==> config.mk <==
export PLATFORM = sky130hd
export DESIGN_NAME = phy_mii_mgmt_registers
export DESIGN_NICKNAME = d
export VERILOG_FILES = /design/src/mii_mgmt_pkg.sv /design/src/phy_mii_mgmt_registers.sv
export SDC_FILE = /design/constraint.sdc
export NUM_CORES = 1
export LEC_CHECK = 0
export BUFFER_PORTS_ARGS = -buffer_cell sky130_fd_sc_hd__buf_4
export CAP_MARGIN = 20
export CORE_MARGIN = 3
export CORE_UTILIZATION = 58
export DETAILED_ROUTE_END_ITERATION = 16
export GPL_TIMING_DRIVEN = 0
export HOLD_SLACK_MARGIN = 0.03
export PLACE_DENSITY_LB_ADDON = 0.25
export SYNTH_ARGS = -nofsm -noshare
export SYNTH_HDL_FRONTEND = slang
export SYNTH_SLANG_ARGS = --single-unit
==> constraint.sdc <==
create_clock -name mclk_in -period 2.8 [get_ports mclk_in]
set_input_delay 0.14 -clock mclk_in [delete_from_list [all_inputs] [get_ports mclk_in]]
set_output_delay 0.14 -clock mclk_in [all_outputs]
set_load 0.1 [all_outputs]
==> src/mii_mgmt_pkg.sv <==
// Constants, types and state layout for the PHY management register bank
package mii_mgmt_pkg;

    // ************************************************************
    // Register addresses
    // ************************************************************
    localparam logic [4:0] ADDR_CTRL = 5'h00;
    localparam logic [4:0] ADDR_STAT = 5'h01;
    localparam logic [4:0] ADDR_ID_HI = 5'h02;
    localparam logic [4:0] ADDR_ID_LO = 5'h03;
    localparam logic [4:0] ADDR_ADV = 5'h04;
    localparam logic [4:0] ADDR_PARTNER = 5'h05;
    localparam logic [4:0] ADDR_EXPAN = 5'h06;
    localparam logic [4:0] ADDR_NPTX = 5'h07;
    localparam logic [4:0] ADDR_NPRX = 5'h08;
    localparam logic [4:0] ADDR_GCTL = 5'h09;
    localparam logic [4:0] ADDR_GSTAT = 5'h0a;
    localparam logic [4:0] ADDR_GEXT = 5'h0f;

    // ************************************************************
    // Field positions
    // ************************************************************
    localparam int CTRL_RESET = 15;
    localparam int CTRL_LOOP = 14;
    localparam int CTRL_SPEED_LO = 13;
    localparam int CTRL_ANE = 12;
    localparam int CTRL_PWD = 11;
    localparam int CTRL_ISO = 10;
    localparam int CTRL_RESTART = 9;
    localparam int CTRL_DUPLEX = 8;
    localparam int CTRL_SPEED_HI = 6;
    localparam int STAT_AN_DONE = 5;
    localparam int STAT_RFAULT = 4;
    localparam int STAT_LINK = 2;
    localparam int STAT_JABBER = 1;

    // ************************************************************
    // Reset values, write masks, fixed bits
    // ************************************************************
    localparam logic [15:0] CTRL_RST = 16'h1140;
    localparam logic [15:0] CTRL_WMASK = 16'h7dc0;
    localparam logic [15:0] ADV_RST = 16'h01e1;
    localparam logic [15:0] ADV_WMASK = 16'hbde0;
    localparam logic [15:0] ADV_FIXED = 16'h0001;
    localparam logic [15:0] NPTX_RST = 16'h2001;
    localparam logic [15:0] NPTX_WMASK = 16'ha7ff;
    localparam logic [15:0] GCTL_RST = 16'h0000;
    localparam logic [15:0] STAT_FIX_MASK = 16'hffc9;
    localparam logic [15:0] STAT_FIXED = 16'h7949;
    localparam logic [15:0] GEXT_VAL = 16'h3000;

    // ************************************************************
    // Serial frame timing in management clock bits, opcodes and frame states
    // ************************************************************
    localparam logic [5:0] PREAMBLE_LEN = 6'h20;
    localparam logic [4:0] HEAD_LAST = 5'h0c;
    localparam logic [4:0] DATA_LAST = 5'h0f;
    localparam logic [1:0] OP_READ = 2'h2;
    localparam logic [1:0] OP_WRITE = 2'h1;

    typedef enum logic [1:0] {
        ST_IDLE = 2'h0,
        ST_HEAD = 2'h1,
        ST_TURN = 2'h3,
        ST_DATA = 2'h2
    } mdio_state_t;

    typedef struct packed {
        logic soft_reset;
        logic loopback;
        logic power_down;
        logic isolate;
        logic autoneg_enable;
        logic autoneg_restart;
        logic force_active;
        logic [1:0] forced_speed;
        logic forced_duplex;
    } phy_ctrl_t;

    typedef struct packed {
        logic link_up;
        logic jabber;
        logic remote_fault;
        logic an_started;
        logic forced_entered;
        logic an_complete;
        logic [15:0] partner_ability;
        logic [15:0] expansion;
        logic [15:0] np_receive;
        logic [15:0] gig_status;
    } phy_stat_t;

    typedef struct packed {
        mdio_state_t state;
        logic [4:0] bit_cnt;
        logic [15:0] shift;
        logic [5:0] ones;
        logic pre_ok;
        logic is_read;
        logic hit;
        logic [4:0] reg_addr;
        logic mdio_o;
        logic mdio_oe;
        logic [2:0] mdc_sync;
        logic [2:0] mdio_sync;
        logic mdc_q;
        logic mdio_q;
        logic [15:0] ctrl;
        logic [15:0] adv;
        logic [15:0] nptx;
        logic [15:0] gctl;
        logic reset_busy;
        logic restart_pend;
        logic rfault;
        logic jabber;
        logic link_lat;
    } mgmt_state_t;

endpackage

==> src/phy_mii_mgmt_registers.sv <==
// PHY management register bank behind a serial management slave
`timescale 1ns/100ps
module phy_mii_mgmt_registers #(
    parameter logic [4:0] PHY_ADDR = 5'h01,
    // Identity values are arbitrary
    parameter logic [15:0] IDENT_HIGH = 16'h0a5a,
    parameter logic [15:0] IDENT_LOW = 16'h5a00
) (
    // Clock, reset, enable
    input wire logic mclk_in,
    input wire logic rst_n_in,
    input wire logic clk_en_in,
    // Serial management pins
    input wire logic mdc_in,
    input wire logic mdio_in,
    output logic mdio_out,
    output logic mdio_oe_out,
    // Transceiver core
    input mii_mgmt_pkg::phy_stat_t stat_in,
    output mii_mgmt_pkg::phy_ctrl_t ctrl_out
);

    // ************************************************************
    // State
    // ************************************************************
    mii_mgmt_pkg::mgmt_state_t s_r;
    mii_mgmt_pkg::mgmt_state_t s_nxt;
    logic rise;
    logic bit_in;
    logic wr_en;
    logic st_rd;
    logic [15:0] wdata;
    logic [12:0] head;
    logic [15:0] stat_word;

    function automatic logic [15:0] rd_word(
        input mii_mgmt_pkg::mgmt_state_t s,
        input mii_mgmt_pkg::phy_stat_t st, input logic [15:0] sw);
        logic [15:0] v;
        v = 16'h0000;
        case (s.reg_addr)
            mii_mgmt_pkg::ADDR_CTRL:
            begin
                v = s.ctrl;
                v[mii_mgmt_pkg::CTRL_RESET] = s.reset_busy;
                v[mii_mgmt_pkg::CTRL_RESTART] = s.restart_pend;
            end
            mii_mgmt_pkg::ADDR_STAT: v = sw;
            mii_mgmt_pkg::ADDR_ID_HI: v = IDENT_HIGH;
            mii_mgmt_pkg::ADDR_ID_LO: v = IDENT_LOW;
            mii_mgmt_pkg::ADDR_ADV: v = s.adv;
            mii_mgmt_pkg::ADDR_PARTNER: v = st.partner_ability;
            mii_mgmt_pkg::ADDR_EXPAN: v = st.expansion;
            mii_mgmt_pkg::ADDR_NPTX: v = s.nptx;
            mii_mgmt_pkg::ADDR_NPRX: v = st.np_receive;
            mii_mgmt_pkg::ADDR_GCTL: v = s.gctl;
            mii_mgmt_pkg::ADDR_GSTAT: v = st.gig_status;
            mii_mgmt_pkg::ADDR_GEXT: v = mii_mgmt_pkg::GEXT_VAL;
            default: v = 16'h0000;
        endcase
        return v;
    endfunction

    // ************************************************************
    // Next state
    // ************************************************************
    always_comb
    begin
        s_nxt = s_r;
        wr_en = 1'b0;
        st_rd = 1'b0;
        wdata = 16'h0000;
        // Fixed capability bits; too
        stat_word = mii_mgmt_pkg::STAT_FIXED;
        stat_word[mii_mgmt_pkg::STAT_AN_DONE] = stat_in.an_complete;
        stat_word[mii_mgmt_pkg::STAT_RFAULT] = s_r.rfault;
        stat_word[mii_mgmt_pkg::STAT_LINK] = s_r.link_lat;
        stat_word[mii_mgmt_pkg::STAT_JABBER] = s_r.jabber;

        // Pins are asynchronous: filter until two stages agree
        s_nxt.mdc_sync = {s_r.mdc_sync[1:0], mdc_in};
        s_nxt.mdio_sync = {s_r.mdio_sync[1:0], mdio_in};
        if (s_r.mdc_sync[2] == s_r.mdc_sync[1])
            s_nxt.mdc_q = s_r.mdc_sync[2];
        if (s_r.mdio_sync[2] == s_r.mdio_sync[1])
            s_nxt.mdio_q = s_r.mdio_sync[2];
        rise = s_nxt.mdc_q & ~s_r.mdc_q;
        bit_in = s_nxt.mdio_q;
        head = {s_r.shift[11:0], bit_in};
        // ********************************************************
        // Frame machine, one step per management clock rise
        // ********************************************************
        if (rise)
        begin
            case (s_r.state)
                mii_mgmt_pkg::ST_IDLE:
                begin
                    if (bit_in)
                    begin
                        if (s_r.ones != mii_mgmt_pkg::PREAMBLE_LEN)
                            s_nxt.ones = s_r.ones + 6'h01;
                    end
                    else
                    begin
                        // Full preamble needed only while not yet synced
                        if (s_r.pre_ok ||
                            s_r.ones == mii_mgmt_pkg::PREAMBLE_LEN)
                        begin
                            s_nxt.pre_ok = 1'b1;
                            s_nxt.state = mii_mgmt_pkg::ST_HEAD;
                            s_nxt.bit_cnt = 5'h00;
                        end
                        s_nxt.ones = 6'h00;
                    end
                end
                mii_mgmt_pkg::ST_HEAD:
                begin
                    s_nxt.shift = {s_r.shift[14:0], bit_in};
                    s_nxt.bit_cnt = s_r.bit_cnt + 5'h01;
                    if (s_r.bit_cnt == mii_mgmt_pkg::HEAD_LAST)
                    begin
                        s_nxt.bit_cnt = 5'h00;
                        s_nxt.reg_addr = head[4:0];
                        s_nxt.hit = (head[9:5] == PHY_ADDR);
                        s_nxt.is_read = (head[11:10] == mii_mgmt_pkg::OP_READ);
                        s_nxt.state = mii_mgmt_pkg::ST_TURN;
                        if (!head[12] ||
                            (head[11:10] != mii_mgmt_pkg::OP_READ &&
                             head[11:10] != mii_mgmt_pkg::OP_WRITE))
                        begin
                            s_nxt.pre_ok = 1'b0;
                            s_nxt.state = mii_mgmt_pkg::ST_IDLE;
                        end
                    end
                end
                mii_mgmt_pkg::ST_TURN:
                begin
                    s_nxt.bit_cnt = s_r.bit_cnt + 5'h01;
                    if (s_r.bit_cnt == 5'h00)
                    begin
                        if (s_r.is_read && s_r.hit)
                        begin
                            s_nxt.mdio_oe = 1'b1;
                            s_nxt.mdio_o = 1'b0;
                            s_nxt.shift = rd_word(s_r, stat_in, stat_word);
                            st_rd = (s_r.reg_addr == mii_mgmt_pkg::ADDR_STAT);
                        end
                    end
                    else
                    begin
                        s_nxt.bit_cnt = 5'h00;
                        s_nxt.state = mii_mgmt_pkg::ST_DATA;
                        if (s_r.is_read)
                        begin
                            s_nxt.mdio_o = s_r.shift[15];
                            s_nxt.shift = {s_r.shift[14:0], 1'b0};
                        end
                        else if (bit_in)
                        begin
                            // Bad turnaround forces a new preamble
                            s_nxt.pre_ok = 1'b0;
                            s_nxt.state = mii_mgmt_pkg::ST_IDLE;
                        end
                    end
                end
                mii_mgmt_pkg::ST_DATA:
                begin
                    s_nxt.bit_cnt = s_r.bit_cnt + 5'h01;
                    if (s_r.is_read)
                    begin
                        s_nxt.mdio_o = s_r.shift[15];
                        s_nxt.shift = {s_r.shift[14:0], 1'b0};
                    end
                    else
                        s_nxt.shift = {s_r.shift[14:0], bit_in};
                    if (s_r.bit_cnt == mii_mgmt_pkg::DATA_LAST)
                    begin
                        s_nxt.state = mii_mgmt_pkg::ST_IDLE;
                        s_nxt.mdio_oe = 1'b0;
                        s_nxt.mdio_o = 1'b0;
                        s_nxt.ones = 6'h00;
                        wdata = {s_r.shift[14:0], bit_in};
                        wr_en = s_r.hit & ~s_r.is_read;
                    end
                end
                default: s_nxt.state = mii_mgmt_pkg::ST_IDLE;
            endcase
        end
        // ********************************************************
        // Status latches; a new event beats a clearing read
        // ********************************************************
        s_nxt.link_lat = st_rd ? stat_in.link_up :
            (s_r.link_lat & stat_in.link_up);
        s_nxt.rfault = stat_in.remote_fault | (s_r.rfault & ~st_rd);
        s_nxt.jabber = stat_in.jabber | (s_r.jabber & ~st_rd);
        if (stat_in.an_started)
            s_nxt.restart_pend = 1'b0;
        if (s_r.reset_busy && (s_r.ctrl[mii_mgmt_pkg::CTRL_ANE] ?
            stat_in.an_started : stat_in.forced_entered))
            s_nxt.reset_busy = 1'b0;
        // ********************************************************
        // Register writes
        // ********************************************************
        if (wr_en)
        begin
            case (s_r.reg_addr)
                mii_mgmt_pkg::ADDR_CTRL:
                begin
                    if (wdata[mii_mgmt_pkg::CTRL_RESET])
                    begin
                        s_nxt.ctrl = mii_mgmt_pkg::CTRL_RST;
                        s_nxt.adv = mii_mgmt_pkg::ADV_RST;
                        s_nxt.nptx = mii_mgmt_pkg::NPTX_RST;
                        s_nxt.gctl = mii_mgmt_pkg::GCTL_RST;
                        s_nxt.rfault = 1'b0;
                        s_nxt.jabber = 1'b0;
                        s_nxt.link_lat = 1'b0;
                        s_nxt.restart_pend = 1'b0;
                        s_nxt.reset_busy = 1'b1;
                    end
                    else
                    begin
                        s_nxt.ctrl = wdata & mii_mgmt_pkg::CTRL_WMASK;
                        // Zero leaves a pending restart alone
                        if (wdata[mii_mgmt_pkg::CTRL_RESTART] &&
                            wdata[mii_mgmt_pkg::CTRL_ANE])
                            s_nxt.restart_pend = 1'b1;
                    end
                end
                mii_mgmt_pkg::ADDR_ADV: s_nxt.adv = mii_mgmt_pkg::ADV_FIXED |
                    (wdata & mii_mgmt_pkg::ADV_WMASK);
                mii_mgmt_pkg::ADDR_NPTX: s_nxt.nptx = wdata &
                    mii_mgmt_pkg::NPTX_WMASK;
                mii_mgmt_pkg::ADDR_GCTL: s_nxt.gctl = wdata;
                default: s_nxt.gctl = s_r.gctl;
            endcase
        end
    end

    always_ff @(posedge mclk_in)
    begin
        if (!rst_n_in)
        begin
            s_r <= '0;
            s_r.ctrl <= mii_mgmt_pkg::CTRL_RST;
            s_r.adv <= mii_mgmt_pkg::ADV_RST;
            s_r.nptx <= mii_mgmt_pkg::NPTX_RST;
            s_r.gctl <= mii_mgmt_pkg::GCTL_RST;
        end
        else if (clk_en_in)
            s_r <= s_nxt;
    end

    // ************************************************************
    // Outputs
    // ************************************************************
    assign mdio_out = s_r.mdio_o;
    assign mdio_oe_out = s_r.mdio_oe;
    assign ctrl_out.soft_reset = s_r.reset_busy;
    assign ctrl_out.loopback = s_r.ctrl[mii_mgmt_pkg::CTRL_LOOP];
    assign ctrl_out.power_down = s_r.ctrl[mii_mgmt_pkg::CTRL_PWD];
    assign ctrl_out.isolate = s_r.ctrl[mii_mgmt_pkg::CTRL_ISO];
    assign ctrl_out.autoneg_enable = s_r.ctrl[mii_mgmt_pkg::CTRL_ANE];
    assign ctrl_out.autoneg_restart = s_r.restart_pend;
    // Forced fields read as zero while negotiation owns the link
    assign ctrl_out.force_active = ~s_r.ctrl[mii_mgmt_pkg::CTRL_ANE];
    assign ctrl_out.forced_speed = ctrl_out.force_active ?
        {s_r.ctrl[mii_mgmt_pkg::CTRL_SPEED_HI],
         s_r.ctrl[mii_mgmt_pkg::CTRL_SPEED_LO]} : 2'h0;
    assign ctrl_out.forced_duplex = ctrl_out.force_active &
        s_r.ctrl[mii_mgmt_pkg::CTRL_DUPLEX];

    logic wr_ctrl;
    assign wr_ctrl = wr_en && s_r.reg_addr == mii_mgmt_pkg::ADDR_CTRL;
endmodule

# == Yosys cells after proc, flatten, opt, wreduce, memory -nomap -nowiden ==
# Index checks and enable logic that the tools add are counted.
# totals
output_inout_bits,12
ff_bits,115
wordCells,164
inputBits,75
# op_classes
add_sub_neg,2
n_mux,60
bitwise_logic,12
n_reduce_logical,29
eq_ne,38
# ops
operator,count
$pmux 16 s12,1
$mux 16,6
$pmux 16 s2,3
$mux 49,1
$pmux 16 s3,1
$eq 5x4->1 const B,6
$mux 7,4
$pmux 7 s4,1
$mux 1,25
$ne 2x2->1 const B,12
$reduce_and 4->1,6
$eq 5x3->1 const B,4
$mux 6,3
$mux 15,1
$mux 2,7
$pmux 6 s2,1
$eq 5x1->1 const B,2
$eq 5x2->1 const B,2
$logic_not 5->1,2
$mux 5,2
$reduce_and 10->1,1
$reduce_and 5->1,2
$reduce_bool 2->1,5
$ne 3x3->1 const B,3
other kinds (23),40

# == Depth between registers and ports, before layout ==
# depth
word_depth,11
mapped_depth,10
mapped_depth_nobuf,8

# == Worst setup path after synthesis ==
# No wires, ideal clock.
# synth_timing
path_kind,register to register
from,register s_r[109] in the netlist's numbering
to,register s_r[47] in the netlist's numbering
t_arrival_ps,1895
stages_incl_launch_ff,10
slack_ps,777
required_time_ps,2672
setup_time_ps,128
path_cell_list,dfxtp_1 ha_1 and3_1 ha_1 and3b_1 and4_1 o2111ai_1 buf_2 a32oi_1 nor2_1
# synth_between
elab_chain_cells,6
elab_cells_between_ends,10
classes_between,eq/ne (2); mux (7); reduce/logical (1)
# synth_lines
item,line,text
start: declaration,phy_mii_mgmt_registers.sv:26,mii_mgmt_pkg::mgmt_state_t s_r;
start signal: assignment,phy_mii_mgmt_registers.sv:251,s_r <= s_nxt;
$eq 5x4->1 (*),phy_mii_mgmt_registers.sv:176,if (s_r.bit_cnt == mii_mgmt_pkg::DATA_LAST)
$mux 16,phy_mii_mgmt_registers.sv:176,
$mux 16,phy_mii_mgmt_registers.sv:95,case (s_r.state)
$mux 16,phy_mii_mgmt_registers.sv:93,if (rise)
$ne 2x2->1 (no line),n/a,
$reduce_and 4->1 (no line),n/a,
# Every way passes the cells marked *; elsewhere a longest branch is shown, timed or not.
# A chain may end at the register's enable or synchronous reset.

# == Final worst setup path ==
# Ends and elaborated chain as after synthesis.

==> qor.yml <==
ys_seq_area_share_pct: 34.58
fin_tns_setup_ns: 0
p_leak_nw: 2.561
rows: 35
ant_nets: 0
nFillCells: 762
num_vias: 6285
arrival_ns: 2.81
final_hold_viol_count: 0
vdd_drop_max_mv: 0.4022
timing.rr.start: "s_r[109]$_SDFFE_PN0P_"
grt_max_degree: 20
synth_top_area_share_pct: 34.58
grt_overflow: 0
worst_path_largest_cell_delay_ns: 0.40
synth_fa_ha_area_share_pct: 1.484
hold_path.class: "input port to register"
setup_viol: 0
area_growth_pct: 17.57
clock_skew_ns: 0.02302
multi_input_area_mm2: 0.003366
nNetsFinal: 871
fin_crit_ns: 2.542
postSynthAreaPerCell_um2: 8.271
min_from: "stat_in[69]"
min_period_over_period_pct: 90.78
rsz0062_at_grt: "no"
fmax_mhz: 393.4
crit_family: "simple AND/OR/NAND/NOR gates"
start_kind: "register"
portBuffers: 84
clk_latency_ns: 0.40
crit_path_cell_trace: "ha_1 > and3_1 > ha_1 > and3b_1 > and4_1 > o2111ai_1 > buf_2 > a32oi_1 > nor2_1"
yosysWarnings: 0
ios: 87
instances_no_fill: 924
synth_nets: 774
drt_iter0_drc: 829
synth-seq-cells: 99
wl_per_cell_um: 23.48
vias_per_cell: 6.802
insertedDiodeCount: 0
drive_above_1_share_pct: 20.88
synthCells: 693
relSlewSlack_pct: 44.69
start_util_pct: 60.88
critPathBufInv: 1
path_common_cell: "ha_1"
report.final.slew_viol_count: 0
firstDrtPassIters: 6
synth_edf_count: 0
required_ns: 3.06
dp_hpwl_mm: 15.58
status: "complete, no violations"
cts_tree: "done"
cp_max_fo: 10
yosys-top-cells-count: "dfxtp_1 (99), nand2_1 (66), nand3_1 (51)"
core_region_area_mm2: 0.009415
antenna_found_initial: 0
grt_pass1_vias: 5853
critPathSlowestCell: "dfxtp_1"
worst_pin_slew_ns: 0.8296
crit_type: "register to register"
synth_mux_area_share_pct: 4.038
worstSetupStartpoint: "s_r[109]$_SDFFE_PN0P_"
fp.dieH_um: 105.4
powerDensity_mw_per_mm2: 371.2
htree_num_levels: 3
cts.path.max_buffers: 2
synth.area.top_cells: "dfxtp_1 (35%), nand3_1 (4.5%), nand2_1 (4.3%)"
synth-simple-area-share_pct: 27.16
dieArea_mm2: 0.01111
cts_sinks: 99
crit_path_end_kind: "register"
area.sequential_mm2: 0.001982
cap_viol_max_count: 0
synth_area_leader_cell: "dfxtp_1"
netlist_area_mm2: 0.005732
die_w_um: 105.4
grt_use_total_pct: 38.29
gp_congestion: 0.9989
synth_cell_types: 83
wl_mm: 21.69
synth_top_family_by_area: "simple AND/OR/NAND/NOR gates"
drc: 0
cts_buffers: 9
async_flop_share_pct: 0
yosysMostFrequentCell: "dfxtp_1"
cts.root.buffer_cell: "clkbuf_8"
synth_xor_area_share_pct: 0.9168
synth_compound_area_share_pct: 25.10
placed_cells: 906
grt_pass1_wl_mm: 33.08
synth_top_flop_cell: "dfxtp_1"
path_clk_slew_ns: 0.11
-- worst paths after layout --
check | to | slack (ns) | cells after the start
max | s_r[47]$_SDFFE_PN0P_ | 0.26 | 9
min reg2reg | s_r[24]$_SDFFE_PN0P_ | 0.46 | 2
max reg2reg | s_r[47]$_SDFFE_PN0P_ | 0.26 | 9
min | s_r[0]$_SDFFE_PN0P_ | 0.04 | 3
-- stage by stage --
| stage | setup WS [ns] | area, µm² | utilization (%) | hold WS (ns) | power, mW |
|---|---|---|---|---|---|
| after global placement | 0.3202 | 6524 | 69.29 | 0.3750 | 1.587 |
| after CTS | 0.2618 | 6736 | 71.55 | 0.03067 | 2.492 |
| after global routing | 0.05909 | 6739 | 71.57 | 0.04373 | 2.553 |
| after floorplan | 0.7769 | 5732 | - | 0.2872 | 1.488 |
| final | 0.2582 | 6739 | 71.57 | 0.03593 | 2.501 |
| after detailed placement | 0.3006 | 6524 | 69.29 | 0.3906 | 1.590 |
-- power breakdown --
part / internal [mW] / total (mW) / switching [mW] / leakage (nW)
logic: 0.0805 / 0.146 / 0.0656 / 1.67
registers: 1.41 / 1.42 / 0.00470 / 0.798
clock network: 0.346 / 0.938 / 0.591 / 0.0915
total: 1.84 / 2.50 / 0.662 / 2.56
-- worst min-delay path: cells and delay by family --
family	cells	cell delay, ns
compound gates	1	0.05
buf+inv	1	0.08
simple gates	1	0.11
-- timing repair --
| item | CTS | global route |
|---|---|---|
| hold endpoints to repair | 2 | 0 |
| setup buffers | 0 | 0 |
| hold buffers | 2 | 0 |
| setup endpoints to repair | 0 | 4 |
| gates resized for setup | 0 | 3 |
-- cell families after synthesis --
logic type,count (synthesis)
AOI/OAI and AO/OA,201
xor gates and xnor gates,6
adders and majority gates,7
buffers and inverters,77
DFF,99
muxes,23
and+or+nand+nor,280
-- flip-flops by register name, summed over array words and instances, names as in the netlist --
signal / flops
s_nxt: 4
s_r: 75
ctrl_out: 6
mdio_oe_out: 1
mdio_out: 1
head: 12
-- final cells by class --
type,count,area share [%]
Timing Repair Buffer,86,9.655
Multi-Input combinational cell,517,49.94
Clock buffer,9,1.838
Tap cell,129,2.395
Sequential cell,99,29.41
Buffer,62,4.902
Clock inverter,7,1.021
Inverter,15,0.8355
-- layout by cell type (no fill, tap or decap), types with 12 or more instances in the layout --
master and instances:
dfxtp_1 99, a21oi_1 48, nand2_1 66, and3_1 13
a22oi_1 23, buf_4 99, o21ai_0 22, clkbuf_1 22
buf_2 19, nand2b_1 13, mux2i_1 22, nand4_1 18
inv_1 14, nor2_1 44, nand3_1 51, nor2b_1 12
-- layer usage --
| layer | track usage (%) | up-vias | part of all wire (%) | routed length (µm) |
|---|---|---|---|---|
| li1 | - | 2772 | - | - |
| met1 | 53.37 | 2929 | 40 | 8580 |
| met2 | 56.19 | 496 | 43 | 9311 |
| met3 | 8.206 | 88 | 13 | 2800 |
| met4 | 18.09 | 0 | 4.6 | 1000 |
| met5 | 0 | - | 0 | 0 |
No activity file was read; power rests on OpenSTA's default activity.
